--- src/hdl/vol_pkg.sv ---
package vol_pkg;
  localparam int GAIN_W = 7;
  localparam int REG_W = 16;
  localparam int ADDR_W = 8;
  localparam int NUM_CH = 6;

  localparam logic [7:0] ADC_GAIN_OFS = 8'h01;
  localparam logic [7:0] DAC_GAIN_OFS = 8'h02;
  localparam logic [7:0] BYP_GAIN_OFS = 8'h03;
  localparam logic [7:0] RAMP_CTRL_OFS = 8'h04;

  localparam int LEFT_MUTE_BIT = 15;
  localparam int LEFT_CODE_LSB = 8;
  localparam int RIGHT_MUTE_BIT = 7;
  localparam int RIGHT_CODE_LSB = 0;
  localparam int HALF_RATE_BIT = 1;
  localparam int DONE_BIT = 0;

  localparam logic [6:0] ADC_MIN_CODE = 7'h07;
  localparam logic [6:0] ADC_UNITY_CODE = 7'h57;
  localparam logic [6:0] DAC_MIN_CODE = 7'h00;
  localparam logic [6:0] DAC_FULL_CODE = 7'h7f;
  localparam logic [6:0] BYP_MIN_CODE = 7'h20;
  localparam logic [6:0] BYP_UNITY_CODE = 7'h67;

  localparam logic [15:0] ADC_GAIN_RST = 16'hd7d7;
  localparam logic [15:0] DAC_GAIN_RST = 16'hffff;
  localparam logic [15:0] BYP_GAIN_RST = 16'he7e7;
  localparam logic HALF_RATE_RST = 1'b0;

  localparam int CLK_PERIOD_NS = 25;
  localparam int STEP_NORMAL_NS = 20000;
  localparam int STEP_HALF_NS = 40000;
  localparam int STEP_NORMAL_CYC = STEP_NORMAL_NS / CLK_PERIOD_NS;
  localparam int STEP_HALF_CYC = STEP_HALF_NS / CLK_PERIOD_NS;
  localparam int STEP_CNT_W = 11;
endpackage

--- src/hdl/step_if.sv ---
interface step_if;
  logic tick;
  modport src (output tick);
  modport dst (input tick);
endinterface

--- src/hdl/step_timer.sv ---
module step_timer (
  input wire logic clock,
  input wire logic rst_n,
  input wire logic ce,
  input wire logic half_rate,
  step_if.src step
);
  logic [vol_pkg::STEP_CNT_W-1:0] cnt_q;
  logic [vol_pkg::STEP_CNT_W-1:0] cnt_d;
  logic [vol_pkg::STEP_CNT_W-1:0] last_cnt;
  logic wrap;
  logic tick_q;

  // half rate doubles the interval between gain updates
  assign last_cnt = half_rate ? vol_pkg::STEP_CNT_W'(vol_pkg::STEP_HALF_CYC - 1)
                              : vol_pkg::STEP_CNT_W'(vol_pkg::STEP_NORMAL_CYC - 1);
  assign wrap = (cnt_q >= last_cnt);
  assign cnt_d = wrap ? '0 : cnt_q + 1'b1;
  assign step.tick = tick_q;

  always_ff @(posedge clock) begin
    if (!rst_n) begin
      cnt_q <= '0;
      tick_q <= 1'b0;
    end else if (ce) begin
      cnt_q <= cnt_d;
      tick_q <= wrap;
    end
  end
endmodule // step_timer

--- src/hdl/softstep_channel.sv ---
module softstep_channel #(
  parameter logic [6:0] MIN_CODE = 7'h00
) (
  input wire logic clock,
  input wire logic rst_n,
  input wire logic ce,
  step_if.dst step,
  input wire logic mute_req,
  input wire logic [6:0] code,
  output logic [6:0] applied_q,
  output logic muted_q,
  output logic settled_q
);
  logic mute_active;
  logic [6:0] target;
  logic [6:0] applied_d;

  // codes under the floor behave as a mute; the code itself is never touched
  assign mute_active = mute_req | (code < MIN_CODE);
  assign target = mute_active ? MIN_CODE : code;
  // one half-dB step per tick, never a jump
  assign applied_d = !step.tick ? applied_q :
                     (applied_q < target) ? applied_q + 7'h01 :
                     (applied_q > target) ? applied_q - 7'h01 : applied_q;

  always_ff @(posedge clock) begin
    if (!rst_n) begin
      applied_q <= MIN_CODE;
      muted_q <= 1'b1;
      settled_q <= 1'b1;
    end else if (ce) begin
      applied_q <= applied_d;
      // hard mute only once the floor is reached; unmute releases first
      muted_q <= mute_active & (applied_d == MIN_CODE);
      settled_q <= (applied_d == target);
    end
  end
endmodule // softstep_channel

--- src/hdl/audio_volume_mute_softstep.sv ---
module audio_volume_mute_softstep (
  input wire logic clock,
  input wire logic rst_n,
  input wire logic ce,
  input wire logic [7:0] addr,
  input wire logic [15:0] wr_data,
  input wire logic wr_strobe,
  input wire logic rd_strobe,
  output logic [15:0] rd_data,
  output logic [41:0] applied_gain,
  output logic [5:0] channel_muted,
  output logic [19:0] dac_left_sample_out,
  output logic [19:0] dac_right_sample_out,
  output logic ramp_done_flag,
  input wire logic [19:0] dac_left_sample_in,
  input wire logic [19:0] dac_right_sample_in
);
  logic [15:0] adc_input_gain_q;
  logic [15:0] dac_digital_gain_q;
  logic [15:0] line_bypass_gain_q;
  logic ramp_half_rate_select_q;
  logic [15:0] rd_data_q;
  logic [19:0] dac_left_q;
  logic [19:0] dac_right_q;
  logic done_q;

  logic sel_adc;
  logic sel_dac;
  logic sel_byp;
  logic sel_ctrl;
  logic [15:0] ctrl_view;
  logic [15:0] rd_mux;
  logic [5:0] mute_req;
  logic [41:0] code_vec;
  logic [41:0] applied_vec;
  logic [5:0] muted_vec;
  logic [5:0] settled_vec;
  logic write_hit;
  logic write_hit_q;

  step_if step ();

  assign sel_adc = (addr == vol_pkg::ADC_GAIN_OFS);
  assign sel_dac = (addr == vol_pkg::DAC_GAIN_OFS);
  assign sel_byp = (addr == vol_pkg::BYP_GAIN_OFS);
  assign sel_ctrl = (addr == vol_pkg::RAMP_CTRL_OFS);
  // a gain write may move a target; settled flags trail it by two edges
  assign write_hit = wr_strobe & (sel_adc | sel_dac | sel_byp);

  assign ctrl_view = (16'(ramp_half_rate_select_q) << vol_pkg::HALF_RATE_BIT)
                   | (16'(done_q) << vol_pkg::DONE_BIT);
  // unmapped addresses read as zero
  assign rd_mux = sel_adc ? adc_input_gain_q :
                  sel_dac ? dac_digital_gain_q :
                  sel_byp ? line_bypass_gain_q :
                  sel_ctrl ? ctrl_view : 16'h0000;

  assign mute_req = {line_bypass_gain_q[vol_pkg::RIGHT_MUTE_BIT],
                     line_bypass_gain_q[vol_pkg::LEFT_MUTE_BIT],
                     dac_digital_gain_q[vol_pkg::RIGHT_MUTE_BIT],
                     dac_digital_gain_q[vol_pkg::LEFT_MUTE_BIT],
                     adc_input_gain_q[vol_pkg::RIGHT_MUTE_BIT],
                     adc_input_gain_q[vol_pkg::LEFT_MUTE_BIT]};
  assign code_vec = {line_bypass_gain_q[vol_pkg::RIGHT_CODE_LSB +: 7],
                     line_bypass_gain_q[vol_pkg::LEFT_CODE_LSB +: 7],
                     dac_digital_gain_q[vol_pkg::RIGHT_CODE_LSB +: 7],
                     dac_digital_gain_q[vol_pkg::LEFT_CODE_LSB +: 7],
                     adc_input_gain_q[vol_pkg::RIGHT_CODE_LSB +: 7],
                     adc_input_gain_q[vol_pkg::LEFT_CODE_LSB +: 7]};

  assign rd_data = rd_data_q;
  assign applied_gain = applied_vec;
  assign channel_muted = muted_vec;
  assign ramp_done_flag = done_q;
  assign dac_left_sample_out = dac_left_q;
  assign dac_right_sample_out = dac_right_q;

  step_timer u_timer (
    .clock(clock),
    .rst_n(rst_n),
    .ce(ce),
    .half_rate(ramp_half_rate_select_q),
    .step(step)
  );

  // channel order: adc l, adc r, dac l, dac r, bypass l, bypass r
  genvar ch;
  generate
    for (ch = 0; ch < vol_pkg::NUM_CH; ch++) begin : g_ch
      // adc floor 07h; dac floor 00h; bypass floor 20h
      localparam logic [6:0] FLOOR = (ch < 2) ? vol_pkg::ADC_MIN_CODE :
                                     (ch < 4) ? vol_pkg::DAC_MIN_CODE :
                                     vol_pkg::BYP_MIN_CODE;
      softstep_channel #(
        .MIN_CODE(FLOOR)
      ) u_ch (
        .clock(clock),
        .rst_n(rst_n),
        .ce(ce),
        .step(step),
        .mute_req(mute_req[ch]),
        .code(code_vec[ch*7 +: 7]),
        .applied_q(applied_vec[ch*7 +: 7]),
        .muted_q(muted_vec[ch]),
        .settled_q(settled_vec[ch])
      );
    end
  endgenerate

  always_ff @(posedge clock) begin
    if (!rst_n) begin
      adc_input_gain_q <= vol_pkg::ADC_GAIN_RST;
      dac_digital_gain_q <= vol_pkg::DAC_GAIN_RST;
      line_bypass_gain_q <= vol_pkg::BYP_GAIN_RST;
      ramp_half_rate_select_q <= vol_pkg::HALF_RATE_RST;
    end else if (ce && wr_strobe) begin
      if (sel_adc) begin
        adc_input_gain_q <= wr_data;
      end
      if (sel_dac) begin
        dac_digital_gain_q <= wr_data;
      end
      if (sel_byp) begin
        line_bypass_gain_q <= wr_data;
      end
      if (sel_ctrl) begin
        ramp_half_rate_select_q <= wr_data[vol_pkg::HALF_RATE_BIT];
      end
    end
  end

  // read data valid only in the cycle after the strobe
  always_ff @(posedge clock) begin
    if (!rst_n) begin
      rd_data_q <= 16'h0000;
    end else if (ce) begin
      rd_data_q <= rd_strobe ? rd_mux : 16'h0000;
    end
  end

  always_ff @(posedge clock) begin
    if (!rst_n) begin
      done_q <= 1'b1;
      write_hit_q <= 1'b0;
    end else if (ce) begin
      write_hit_q <= write_hit;
      // complete only when every channel is settled
      // held low across a gain write so stale settled flags in the edge right after it never show done
      done_q <= &settled_vec & ~write_hit & ~write_hit_q;
    end
  end

  // samples pass scaled elsewhere; here a hard-muted dac feeds zeros
  always_ff @(posedge clock) begin
    if (!rst_n) begin
      dac_left_q <= 20'h00000;
      dac_right_q <= 20'h00000;
    end else if (ce) begin
      dac_left_q <= muted_vec[2] ? 20'h00000 : dac_left_sample_in;
      dac_right_q <= muted_vec[3] ? 20'h00000 : dac_right_sample_in;
    end
  end
endmodule // audio_volume_mute_softstep

--- config.mk ---
export PLATFORM = sky130hd
export DESIGN_NAME = audio_volume_mute_softstep
export DESIGN_NICKNAME = d
export VERILOG_FILES = /design/src/hdl/vol_pkg.sv /design/src/hdl/step_if.sv /design/src/hdl/step_timer.sv /design/src/hdl/softstep_channel.sv /design/src/hdl/audio_volume_mute_softstep.sv
export SDC_FILE = /design/constraint.sdc
export NUM_CORES = 1
export LEC_CHECK = 0
export ABC_AREA = 1
export BUFFER_PORTS_ARGS = -buffer_cell sky130_fd_sc_hd__clkbuf_2
export CAP_MARGIN = 25
export CORE_ASPECT_RATIO = 1.1
export CORE_MARGIN = 8
export CORE_UTILIZATION = 40
export CTS_BUF_LIST = sky130_fd_sc_hd__clkbuf_16
export DETAILED_ROUTE_END_ITERATION = 10
export PLACE_DENSITY = 0.72
export SLEW_MARGIN = 25
export SYNTH_ARGS = -nofsm -noshare
export SYNTH_HDL_FRONTEND = slang
export SYNTH_SLANG_ARGS = --single-unit
--- constraint.sdc ---
create_clock -name clock -period 2.4 [get_ports clock]
set_input_delay 0.6 -clock clock [delete_from_list [all_inputs] [get_ports clock]]
set_output_delay 0.6 -clock clock [all_outputs]
set_load 0.05 [all_outputs]
Word level (Yosys, flattened, before mapping)
Index checks and enable logic that the tools add are counted.

cells by class
  eq/ne operators = 14
  div/mod/pow operators = 0
  magnitude comparators = 19
  shift-type cells = 0
  multiplexer cells = 33
  multiply operators = 0
  reductions and logical operators = 8
  bitwise operators = 20
  add/sub/neg operators = 13

operators by type and width
  cell                     count
  $mux W7                  24
  $mux W16                 4
  $add A7 B1 Y7 const B    6
  $eq A7 B7 Y1             6
  $gt A7 B7 Y1             6
  $lt A7 B7 Y1             6
  $sub A7 B1 Y7 const B    6
  $mux W20                 2
  $mux W11                 2
  $eq A8 B2 Y1 const B     2
  $eq A7 B3 Y1 const B     2
  $eq A7 B6 Y1 const B     2
  $logic_not A7 Y1         2
  $lt A7 B1 Y1 const B     2
  $lt A7 B3 Y1 const B     2
  $lt A7 B6 Y1 const B     2
  $add A11 B1 Y11 const B  1
  $ge A11 B11 Y1           1
  $and A1 B1 Y1            9
  $eq A8 B1 Y1 const B     1
  $eq A8 B3 Y1 const B     1
  $or A1 B1 Y1             8
  $reduce_and A2 Y1        4
  $reduce_and A6 Y1        1
  4 further kinds          5

storage, ports and cells
  latch bits = 0
  memories kept = 0
  register bits after elaboration = 173
  input bits = 69
  ROM bits = 0
  RAM bits = 0

Longest topological paths before layout
Gate-level depths: netlist (run 1).

  depth in word-level cells = 9
  gate-level depth with buffers = 23
  gate-level depth less buffers = 23

Modules after synthesis
Synthesis (run 1) repeated with hierarchy kept, for this count alone.

unflattened totals
  cells, all modules = 1710
  area total of the unflattened synthesis = 11410.9 µm²

by module, submodules not included
  module                                instances  cells each  area each (µm²)  seq. area each (µm²)
  audio_volume_mute_softstep            1          573         4388.0           2142.1
  softstep_channel at g_ch[2].u_ch ...  2          167         1046.0           180.2
  softstep_channel at g_ch[4].u_ch ...  2          176         1024.7           180.2
  softstep_channel at g_ch[1].u_ch      1          177         1088.5           180.2
  softstep_channel at g_ch[0].u_ch      1          177         1073.5           180.2
  step_timer                            1          97          719.4            240.2

Worst setup path before layout (run 1)
No wires, ideal clock.

  path type = register to register
  from = register adc_input_gain_q[11]
  to = register g_ch[0].u_ch.settled_q
  cell stages (with the launch flop) = 20
  arrival time = 2.302 ns
  path slack = -0.016 ns
  path through = dfxtp_1 nor4_1 nand2_1 nand2_1 inv_1 nand2_1 inv_1 ha_1 a21oi_1 nand2_1 nand2_2 nand2_4 nand2_1 nand2_1 o21ai_1 nand2_1 nand3_1 nor2_1 nand3_1 nand2_1

on the way
  longest elaborated chain between the ends = 8
  elaborated cells between the ends (all ways) = 9
  those cells by class = order compare: 3; eq/ne: 1; mux: 4; bitwise: 1

RTL lines
  what                    line                               RTL
  from (decl)             audio_volume_mute_softstep.sv:18   logic [15:0] adc_input_gain_q;
  from (signal assigned)  audio_volume_mute_softstep.sv:112  adc_input_gain_q <= vol_pkg::ADC_GAIN_RST;
  from (signal assigned)  audio_volume_mute_softstep.sv:118  adc_input_gain_q <= wr_data;
  $lt A7 B3 Y1            softstep_channel.sv:19             assign mute_active = mute_req | (code < MIN_CODE);
  $or A1 B1 Y1            softstep_channel.sv:19
  $mux W7 (*)             softstep_channel.sv:20             assign target = mute_active ? MIN_CODE : code;
  $gt A7 B7 Y1            softstep_channel.sv:24             (applied_q > target) ? applied_q - 7'h01 : applied_q;
  $mux W7                 softstep_channel.sv:24
  $mux W7                 softstep_channel.sv:23             (applied_q < target) ? applied_q + 7'h01 :
  $mux W7                 softstep_channel.sv:22             assign applied_d = !step.tick ? applied_q :
  $eq A7 B7 Y1 (*)        softstep_channel.sv:35             settled_q <= (applied_d == target);
  to (signal assigned)    softstep_channel.sv:35
  to (decl)               softstep_channel.sv:12             output logic settled_q

Every way passes the cells marked *; elsewhere a longest branch is shown, timed or not.
A chain may end at the register's enable or synchronous reset.

Worst setup path in the final report (run 1)
  from = register adc_input_gain_q[4]
  to = register g_ch[1].u_ch.settled_q

on the way
  longest elaborated chain between the ends = 8
  elaborated cells between the ends (all ways) = 9
  those cells by class = order compare: 3; eq/ne: 1; mux: 4; bitwise: 1

RTL lines
  what                  line
  $lt A7 B3 Y1          softstep_channel.sv:19
  $or A1 B1 Y1          softstep_channel.sv:19
  $mux W7 (*)           softstep_channel.sv:20
  $gt A7 B7 Y1          softstep_channel.sv:24
  $mux W7               softstep_channel.sv:24
  $mux W7               softstep_channel.sv:23
  $mux W7               softstep_channel.sv:22
  $eq A7 B7 Y1 (*)      softstep_channel.sv:35
  to (signal assigned)  softstep_channel.sv:35
  to (decl)             softstep_channel.sv:12

Marked as above.

==> impl_metrics.env, run 1 <==
export IMPL_synth_top_area_frac=0.318
export IMPL_async_flop_share=0
export IMPL_arrival_ps=2980
export IMPL_via_per_inst=5.20
export IMPL_path_cells="nor4_2, nand2_1, nand2_4, inv_4, nand2_4, ha_4, nand2_4, inv_2, a21oi_4, nand2_4, a21oi_4, nand2_2, nand2_2, nand2_2, nand2_2, nand3_2, nor2_2, nand2_1, nand2_1"
export IMPL_antenna_found_initial=0
export IMPL_syn_inst=1673
export IMPL_synth_most_common_cell="nand2_1"
export IMPL_wl_met1_mm=15.1
export IMPL_die_area_um2=32700
export IMPL_cts_sinks=173
export IMPL_port_buffers=173
export IMPL_clk_path_buf_depth=2
export IMPL_finalMaxSlewViolations=0
export IMPL_setup_violations=16
export IMPL_cts_tree="yes"
export IMPL_first_pass_iters=8
export IMPL_syn_nets=1800
export IMPL_setup_ws_ps=-190
export IMPL_ys_seq_area_frac=0.318
export IMPL_path_delay_family="simple AND/OR/NAND/NOR gates"
export IMPL_cts_root_buffer="clkbuf_16"
export IMPL_dr_wl_met3_mm=3.40
export IMPL_fin_crit_ps=2590
export IMPL_synthTopCellsByArea="dfxtp_1 (32%), nand2_1 (17%), inv_1 (7.7%), nand3_1 (7.1%), ha_1 (6.7%)"
export IMPL_groute_usage_overall=0.206
export IMPL_ant_nets=0
export IMPL_leakage_nw=7.10
export IMPL_initial_core_util=0.405
export IMPL_avgSynthCellArea_um2=6.50
export IMPL_cp_buffers_inverters=2
export IMPL_p_per_area_nw_per_um2=528
export IMPL_synth_common_cells="nand2_1 (482), inv_1 (223), dfxtp_1 (173)"
export IMPL_synth_edf_count=0
export IMPL_status="complete, but fails checks"
export IMPL_hold_path_class="in2reg"
export IMPL_htree_levels=4
export IMPL_drive_above_1_share=0.327
export IMPL_die_y_um=189
export IMPL_end_kind="flip-flop"
export IMPL_clkLatencyLatePin_ps=450
export IMPL_nNetsFinal=2080
export IMPL_power_mw=7.84
export IMPL_yosysTopAreaCell="dfxtp_1"
export IMPL_wire_per_inst_um=15.7
export IMPL_grt_max_degree=69
export IMPL_finalHoldViolCount=0
export IMPL_nFillCells=2462
export IMPL_hpwl_mm=26.5
export IMPL_io_pins=174
export IMPL_max_clock_freq_mhz=386
export IMPL_tns_ps=-1410
export IMPL_synth_distinct_cells=44
export IMPL_critical_path_max_fanout=6
export IMPL_crit_required_ps=2790
export IMPL_rows=63
export IMPL_fp_dieW_um=173
export IMPL_place_congestion=0.907
export IMPL_drc=0
export IMPL_synth_flop_cell="dfxtp_1"
export IMPL_dr_total_vias=12100
export IMPL_grt_pass1_vias=11500
export IMPL_cp_slowest_stage_delay_ps=340
export IMPL_holdBufCountCts=0
export IMPL_tightestPinTransition_ps=800
export IMPL_design_core_area_um2=26900
export IMPL_skew_ps=15.4
export IMPL_violations="negative setup slack"
export IMPL_yosys_register_bits=173
export IMPL_wl_mm=36.6
export IMPL_slew_headroom=0.463
export IMPL_cts_made_buffers=17
export IMPL_syn_area_um2=10900
export IMPL_path_clk_slew_ps=90
export IMPL_startpoint_type="flip-flop"
export IMPL_ir_drop_mv=0.430
export IMPL_grt_pass1_wl_mm=55.7
export IMPL_grt_overflow=0
export IMPL_critPathSlowestCell="dfxtp_2"
export IMPL_min_period_over_period=1.08
export IMPL_first_iter_violations=1028
export IMPL_area_growth_pct=36.3
export IMPL_cap_violations=0
export IMPL_top_layer_used="met4"
export IMPL_rsz0062_at_grt="true"
export IMPL_ys_warn_count=0
export IMPL_wl_met2_mm=17.1
export IMPL_crit_type="reg2reg"
==> metal layers <==
layer / vias up / track usage
li1: 6036 / -
met4: 0 / 0.0727
met5: - / 0
met1: 5559 / 0.241
met3: 64 / 0.0647
met2: 433 / 0.351
==> worst paths after layout <==
check	start	to	slack [ps]	cells after the start
setup / recovery	adc_input_gain_q[4]	g_ch[1].u_ch.settled_q	-190	19
hold / removal	dac_left_sample_in[2]	dac_left_sample_out[2]	370	3
setup reg to reg	adc_input_gain_q[4]	g_ch[1].u_ch.settled_q	-190	19
hold reg to reg	dac_right_sample_out[16]	dac_right_sample_out[16]	470	2
==> cell usage in the layout (no fill, tap or decap), drive strengths merged, types with 8 or more instances in the layout <==
| cell | instances |
|---|---|
| nand3 | 156 |
| clkinv | 8 |
| o21ai | 61 |
| inv | 236 |
| nor3 | 12 |
| nand4 | 23 |
| clkbuf | 190 |
| nand3b | 19 |
| buf | 151 |
| a21oi | 139 |
| o221ai | 16 |
| nand2 | 514 |
| nor2 | 125 |
| ha | 58 |
| dfxtp | 173 |
| o211ai | 59 |
==> worst min-delay path: cells and delay by family <==
family	cells	cell delay, ps
AO/OA/AOI/OAI	1	50
buffers and inverters	1	80
AND/OR/NAND/NOR	1	50
==> registers in the layout (all words and copies together) (netlist names) <==
| register | count |
|---|---|
| u_timer.step.tick | 1 |
| dac_digital_gain_q | 16 |
| g_ch.u_ch.settled_q | 6 |
| u_timer.cnt_q | 11 |
| rd_data | 16 |
| ramp_done_flag | 1 |
| dac_right_sample_out | 20 |
| adc_input_gain_q | 16 |
| g_ch.u_ch.muted_q | 6 |
| line_bypass_gain_q | 16 |
| g_ch.u_ch.applied_q | 42 |
| write_hit_q | 1 |
| dac_left_sample_out | 20 |
| ramp_half_rate_select_q | 1 |
==> logic make-up (layout without fill, tap and decap cells) <==
family	after synthesis	after routing	share of synthesized area
compound gates	278	278	0.155
xor+xnor	9	9	0.00724
fa+ha+maj	58	58	0.0667
buf+inv	297	586	0.106
flops	173	173	0.318
other cells	0	1	0
simple gates	858	862	0.346
==> layout make-up <==
class	count	area, µm²	area share
antenna	1	2.50	0.000169
clock buffer	17	425	0.0287
clock inverter	15	170	0.0115
inverter	230	877	0.0591
multi-input combinational	1207	7350	0.495
sequential	173	3480	0.235
tap	357	447	0.0301
timing repair buffer	324	2090	0.141
==> through the flow <==
| stage | hold slack [ps] | utilization | setup WS [ps] | cell area [µm²] | std cells |
|---|---|---|---|---|---|
| global placement | 450 | 0.480 | -227 | 12900 | 2263 |
| CTS | 361 | 0.519 | -160 | 13900 | 2307 |
| global route | 372 | 0.552 | -395 | 14800 | 2323 |
| detailed placement | 458 | 0.480 | -315 | 12900 | 2263 |
| finish | 365 | 0.552 | -190 | 14800 | 2324 |
| floorplan | 440 | - | 0.903 | 10900 | 1673 |
==> repair_timing <==
action	in CTS	in global routing
pin swaps	44	86
resized for setup	98	189
gates cloned	2	2
setup endpoints to repair	36	44
buffers inserted	10	14
==> where the power goes <==
| group | total, mW | internal, mW | switching (mW) | leakage (nW) |
|---|---|---|---|---|
| Clock | 2.82 | 1.41 | 1.41 | 0.290 |
| Combinational | 1.95 | 0.668 | 1.28 | 5.40 |
| Sequential | 3.07 | 2.96 | 0.111 | 1.41 |
| Total | 7.84 | 5.04 | 2.80 | 7.10 |
(Power assumes the default switching activity.)
==> run 2, diff against run 1 <==
==> constraint.sdc (replaced) <==
create_clock -name clock -period 2.4 [get_ports clock]
set_input_delay 0 -clock clock [delete_from_list [all_inputs] [get_ports clock]]
set_output_delay 0 -clock clock [all_outputs]
set_load 0.05 [all_outputs]
==> run 2 against run 1 <==
  * The run still ends with negative setup slack left
  * Worst hold slack worse by 340 ps
  * Non-clock buffer count up 89
  * First-iteration DRC count up 1.7%
  * Utilization up 4.3 points
  * Final area up 7.7%
  * Via count up 7.5%
  * Wire length up 11%
  * Critical path depth up 3
  * Critical path type unchanged
  * Largest cell class unchanged
==> impl_metrics.env, run 2 (same netlist as run 1, synthesis figures left out) <==
export IMPL_placed_cells=2267
export IMPL_fin_cells=2411
export IMPL_htree_levels=4
export IMPL_fin_crit_ps=2780
export IMPL_nFillCells=2239
export IMPL_ant_nets=0
export IMPL_crit_start="adc_input_gain_q[13]"
export IMPL_status="complete, but fails checks"
export IMPL_r2r_start="adc_input_gain_q[13]"
export IMPL_initial_core_util=0.405
export IMPL_die_y_um=189
export IMPL_port_buffers=173
export IMPL_grt_pass1_vias=12300
export IMPL_cts_sinks=173
export IMPL_cap_violations=0
export IMPL_io_pins=174
export IMPL_violations="negative setup slack"
export IMPL_setup_violations=26
export IMPL_arrival_ps=3150
export IMPL_hpwl_mm=26.5
export IMPL_first_pass_iters=6
export IMPL_clkLatencyLatePin_ps=450
export IMPL_rows=63
export IMPL_antenna_found_initial=0
export IMPL_cp_slowest_stage_delay_ps=390
export IMPL_setup_ws_ps=-379
export IMPL_regMostFlops="g_ch.u_ch.applied_q"
export IMPL_groute_usage_overall=0.222
export IMPL_clk_path_buf_depth=2
export IMPL_critPathSlowestCell="dfxtp_1"
export IMPL_cts_root_buffer="clkbuf_16"
export IMPL_skew_ps=26.2
export IMPL_min_period_over_period=1.16
export IMPL_cts_made_buffers=17
export IMPL_drc=0
export IMPL_multi_input_area_um2=7630
export IMPL_design_core_area_um2=26900
export IMPL_end_kind="flip-flop"
export IMPL_place_ws_ps=-267
export IMPL_via_per_inst=5.39
export IMPL_finalMaxSlewViolations=0
export IMPL_met3_usage=0.0627
export IMPL_crit_type="reg2reg"
export IMPL_nNetsFinal=2168
export IMPL_wl_mm=40.5
export IMPL_crit_required_ps=2780
export IMPL_final_core_util=0.595
export IMPL_place_congestion=0.911
export IMPL_final_common_cell="nand2_1"
export IMPL_die_area_um2=32700
export IMPL_min_from="addr[4]"
export IMPL_startpoint_type="flip-flop"
export IMPL_use_met1=0.263
export IMPL_rsz0062_at_grt="true"
export IMPL_wire_per_inst_um=16.8
export IMPL_crit_top_cell="buf_4"
export IMPL_first_iter_violations=1045
export IMPL_slew_headroom=0.517
export IMPL_final_cell_mix="nand2_1 (384), inv_1 (188), clkbuf_2 (173), dfxtp_1 (156), buf_4 (156)"
export IMPL_grt_busiest_layer="met2"
export IMPL_leakage_nw=7.58
export IMPL_grt_overflow=0
export IMPL_cts_tree="yes"
export IMPL_grt_max_degree=73
export IMPL_met2_usage=0.380
export IMPL_regArea_um2=3490
export IMPL_grt_pass1_wl_mm=60.8
export IMPL_max_clock_freq_mhz=360
export IMPL_tightestPinTransition_ps=720
export IMPL_finalHoldViolCount=0
export IMPL_antenna_cells=0
export IMPL_largest_reg_flops=42
export IMPL_hold_path_class="in2reg"
export IMPL_power_mw=8.18
export IMPL_drive_above_1_share=0.351
export IMPL_path_clk_slew_ps=80
export IMPL_dr_total_vias=13000
export IMPL_critical_path_max_fanout=3
export IMPL_ir_drop_mv=0.508
export IMPL_area_growth_pct=46.9
export IMPL_whs_ps=23.9
export IMPL_p_per_area_nw_per_um2=512
export IMPL_fp_dieW_um=173
export IMPL_path_cells="nor4_4, nand2_2, nand2_4, buf_6, nor2_4, inv_2, buf_4, buf_4, buf_4, buf_4, buf_4, buf_4, buf_4, buf_4, buf_4, buf_4, buf_4, nand3_2, nand2_2, nor2_2, nand3_1, nand2_1"
run 2: final timing paths:
check / to / slack [ps] / cells past startpoint
max: g_ch[0].u_ch.settled_q / -380 / 22
max reg2reg: g_ch[0].u_ch.settled_q / -380 / 22
min reg2reg: dac_right_sample_out[11] / 470 / 2
min: ramp_half_rate_select_q / 20 / 6
run 2: per-layer routing:
metal	share of wire	routed length (µm)
met5	0	0
met4	0.036	1480
met3	0.086	3480
met2	0.47	19200
met1	0.40	16400
run 2: worst max-delay path: cells and delay by family, from the launching register on:
kind / cells / cell delay, ps
buf+inv: 13 / 1540
flops: 1 / 390
simple gates: 9 / 770
run 2: power by group:
group / total (mW) / internal, mW / switching (mW) / leakage [nW]
Sequential: 3.07 / 2.96 / 0.110 / 1.41
Combinational: 2.23 / 0.821 / 1.41 / 5.88
Clock: 2.88 / 1.49 / 1.39 / 0.290
Total: 8.18 / 5.27 / 2.91 / 7.58
run 2: final cells by class:
class	count	area share
multi-input combinational	1206	0.478
tap	357	0.0279
timing repair buffer	413	0.184
clock buffer	17	0.0266
clock inverter	15	0.0107
sequential	173	0.218
inverter	230	0.0552
run 2: what timing repair did:
| action | CTS | global route |
|---|---|---|
| endpoints found under the hold margin | 89 | 0 |
| hold buffers | 58 | 0 |
| buffers inserted | 23 | 29 |
| gates resized for setup | 143 | 248 |
| pin swaps | 49 | 105 |
| gates cloned | 3 | 0 |
| setup endpoints to repair | 40 | 45 |
run 2: stage by stage:
step | setup TNS [ps] | cell area, µm²
6_report | -3980 | 16000
5_1_grt | -8170 | 16000
4_1_cts | -969 | 14800
3_5_place_dp | -4590 | 12900
3_3_place_gp | -2100 | 12900
2_1_floorplan | 0 | 10900
==> run 3, diff against run 2 <==
Settings changed: CELL_PAD_IN_SITES_DETAIL_PLACEMENT set to 0, CELL_PAD_IN_SITES_GLOBAL_PLACEMENT set to 1, CORE_UTILIZATION 40 to 37, PLACE_DENSITY 0.72 to 0.88.
==> run 3 against run 2 <==
  * The flow still finishes with violations (negative setup slack)
  * Total power decreased by 0.86%
  * Utilization decreased by 3.8 points
  * Final area increased by 1.8%
  * Via count decreased by 2.3%
  * First-iteration DRC count decreased by 21%
  * Non-clock buffer count increased by 17
  * Clock power decreased by 5%
  * Largest cell class unchanged
  * Die area increased by 7.4%
  * Combinational power increased by 3%
==> impl_metrics.env, run 3 (same netlist as run 1, synthesis figures left out) <==
export IMPL_antenna_cells=0
export IMPL_crit_required_ps=2780
export IMPL_setup_violations=26
export IMPL_fp_dieW_um=180
export IMPL_min_period_over_period=1.12
export IMPL_grt_pass1_wl_mm=61.7
export IMPL_initial_core_util=0.372
export IMPL_skew_ps=18.0
export IMPL_die_area_um2=35200
export IMPL_cts_sinks=173
export IMPL_dr_total_vias=12700
export IMPL_met3_usage=0.0546
export IMPL_place_area_um2=13000
export IMPL_fin_area_um2=16300
export IMPL_max_clock_freq_mhz=372
export IMPL_hpwl_mm=27.1
export IMPL_final_common_cell="nand2_1"
export IMPL_grt_max_degree=86
export IMPL_largest_reg_flops=42
export IMPL_fin_crit_ps=2690
export IMPL_grt_busiest_layer="met2"
export IMPL_clkLatencyLatePin_ps=440
export IMPL_cts_made_buffers=17
export IMPL_ant_nets=0
export IMPL_path_delay_family="simple AND/OR/NAND/NOR gates"
export IMPL_nNetsFinal=2186
export IMPL_end_kind="flip-flop"
export IMPL_cp_slowest_stage_delay_ps=330
export IMPL_grt_overflow=0
export IMPL_antenna_found_initial=0
export IMPL_finalHoldViolCount=0
export IMPL_tightestPinTransition_ps=802
export IMPL_met2_usage=0.372
export IMPL_io_pins=174
export IMPL_finalMaxSlewViolations=0
export IMPL_violations="negative setup slack"
export IMPL_final_core_util=0.557
export IMPL_cts_root_buffer="clkbuf_16"
export IMPL_path_cells="nor4_2, nand2_1, nand2_4, inv_6, nand2_4, inv_4, ha_4, nand3_1, nand2_2, nand2_4, buf_6, nand3_4, nand3_2, nand2_2, nand2_2, buf_6, nor3_4, nand4_1, nand2_1"
export IMPL_setup_ws_ps=-288
export IMPL_power_mw=8.11
export IMPL_cap_violations=0
export IMPL_status="complete, but fails checks"
export IMPL_p_per_area_nw_per_um2=498
export IMPL_clk_path_buf_depth=2
export IMPL_critPathSlowestCell="dfxtp_2"
export IMPL_path_clk_slew_ps=80
export IMPL_cts_tree="yes"
export IMPL_cp_buffers_inverters=4
export IMPL_design_core_area_um2=29200
export IMPL_drc=0
export IMPL_arrival_ps=3070
export IMPL_drive_above_1_share=0.362
export IMPL_leakage_nw=7.70
export IMPL_use_met1=0.249
export IMPL_startpoint_type="flip-flop"
export IMPL_area_growth_pct=49.6
export IMPL_slew_headroom=0.462
export IMPL_htree_levels=4
export IMPL_via_per_inst=5.19
export IMPL_die_y_um=196
export IMPL_groute_usage_overall=0.211
export IMPL_ir_drop_mv=0.453
export IMPL_place_congestion=0.887
export IMPL_hold_path_class="in2reg"
export IMPL_regMostFlops="g_ch.u_ch.applied_q"
export IMPL_first_pass_iters=6
export IMPL_grt_pass1_vias=12300
export IMPL_crit_type="reg2reg"
export IMPL_tns_ps=-3380
export IMPL_nFillCells=2686
export IMPL_wire_per_inst_um=16.3
export IMPL_wl_mm=39.9
export IMPL_rows=66
export IMPL_critical_path_max_fanout=5
export IMPL_final_cell_mix="nand2_1 (375), inv_1 (184), clkbuf_2 (173), buf_4 (163), dfxtp_1 (161)"
export IMPL_first_iter_violations=830
export IMPL_port_buffers=173
export IMPL_rsz0062_at_grt="true"
[run 3: layout make-up]
cell class / count / area [µm²] / area share
multi-input combinational: 1207 / 7760 / 0.477
sequential: 173 / 3480 / 0.214
timing repair buffer: 430 / 3110 / 0.191
inverter: 230 / 890 / 0.0547
tap: 374 / 468 / 0.0288
clock buffer: 17 / 425 / 0.0261
clock inverter: 15 / 138 / 0.00846
[run 3: what timing repair did]
action	CTS	global route
gates cloned	3	1
pin swaps	61	123
hold buffers	61	0
setup endpoints to repair	41	46
hold endpoints to repair	91	0
resized for setup	192	238
buffers inserted	26	27
[run 3: worst paths after layout]
kind / start / endpoint / slack, ps / cells after the start
worst min-delay path: addr[5] / ramp_half_rate_select_q / 40 / 6
worst max register to register: adc_input_gain_q[11] / g_ch[0].u_ch.muted_q / -290 / 19
worst min register to register: dac_left_sample_out[14] / dac_left_sample_out[14] / 470 / 2
worst max-delay path: adc_input_gain_q[11] / g_ch[0].u_ch.muted_q / -290 / 19
[run 3: per-stage QoR]
| stage | hold WS (ps) | std cells | setup slack [ps] |
|---|---|---|---|
| floorplan | 126 | 1673 | 0.903 |
| global placement | 231 | 2297 | -354 |
| detailed placement | 237 | 2297 | -427 |
| CTS | 13.9 | 2419 | -156 |
| global route | 72.8 | 2446 | -462 |
| finish | 38.0 | 2446 | -288 |
[run 3: power by group]
| part | internal [mW] | leakage (nW) | switching (mW) |
|---|---|---|---|
| Combinational | 0.881 | 6.02 | 1.42 |
| Sequential | 2.96 | 1.41 | 0.105 |
| Clock | 1.45 | 0.276 | 1.29 |
| Total | 5.29 | 7.70 | 2.82 |
[run 3: worst register-to-register path, delay by kind of cell, from the launching register on]
kind	cells	cell delay, ps
flops	1	330
simple gates	14	1680
fa+ha+maj	1	270
buf+inv	4	400
[run 3: per-layer routing]
metal	vias to the layer above	wire length (µm)
met5	-	0
met3	73	2780
met1	5936	16300
met4	0	1060
li1	6236	-
met2	453	19700
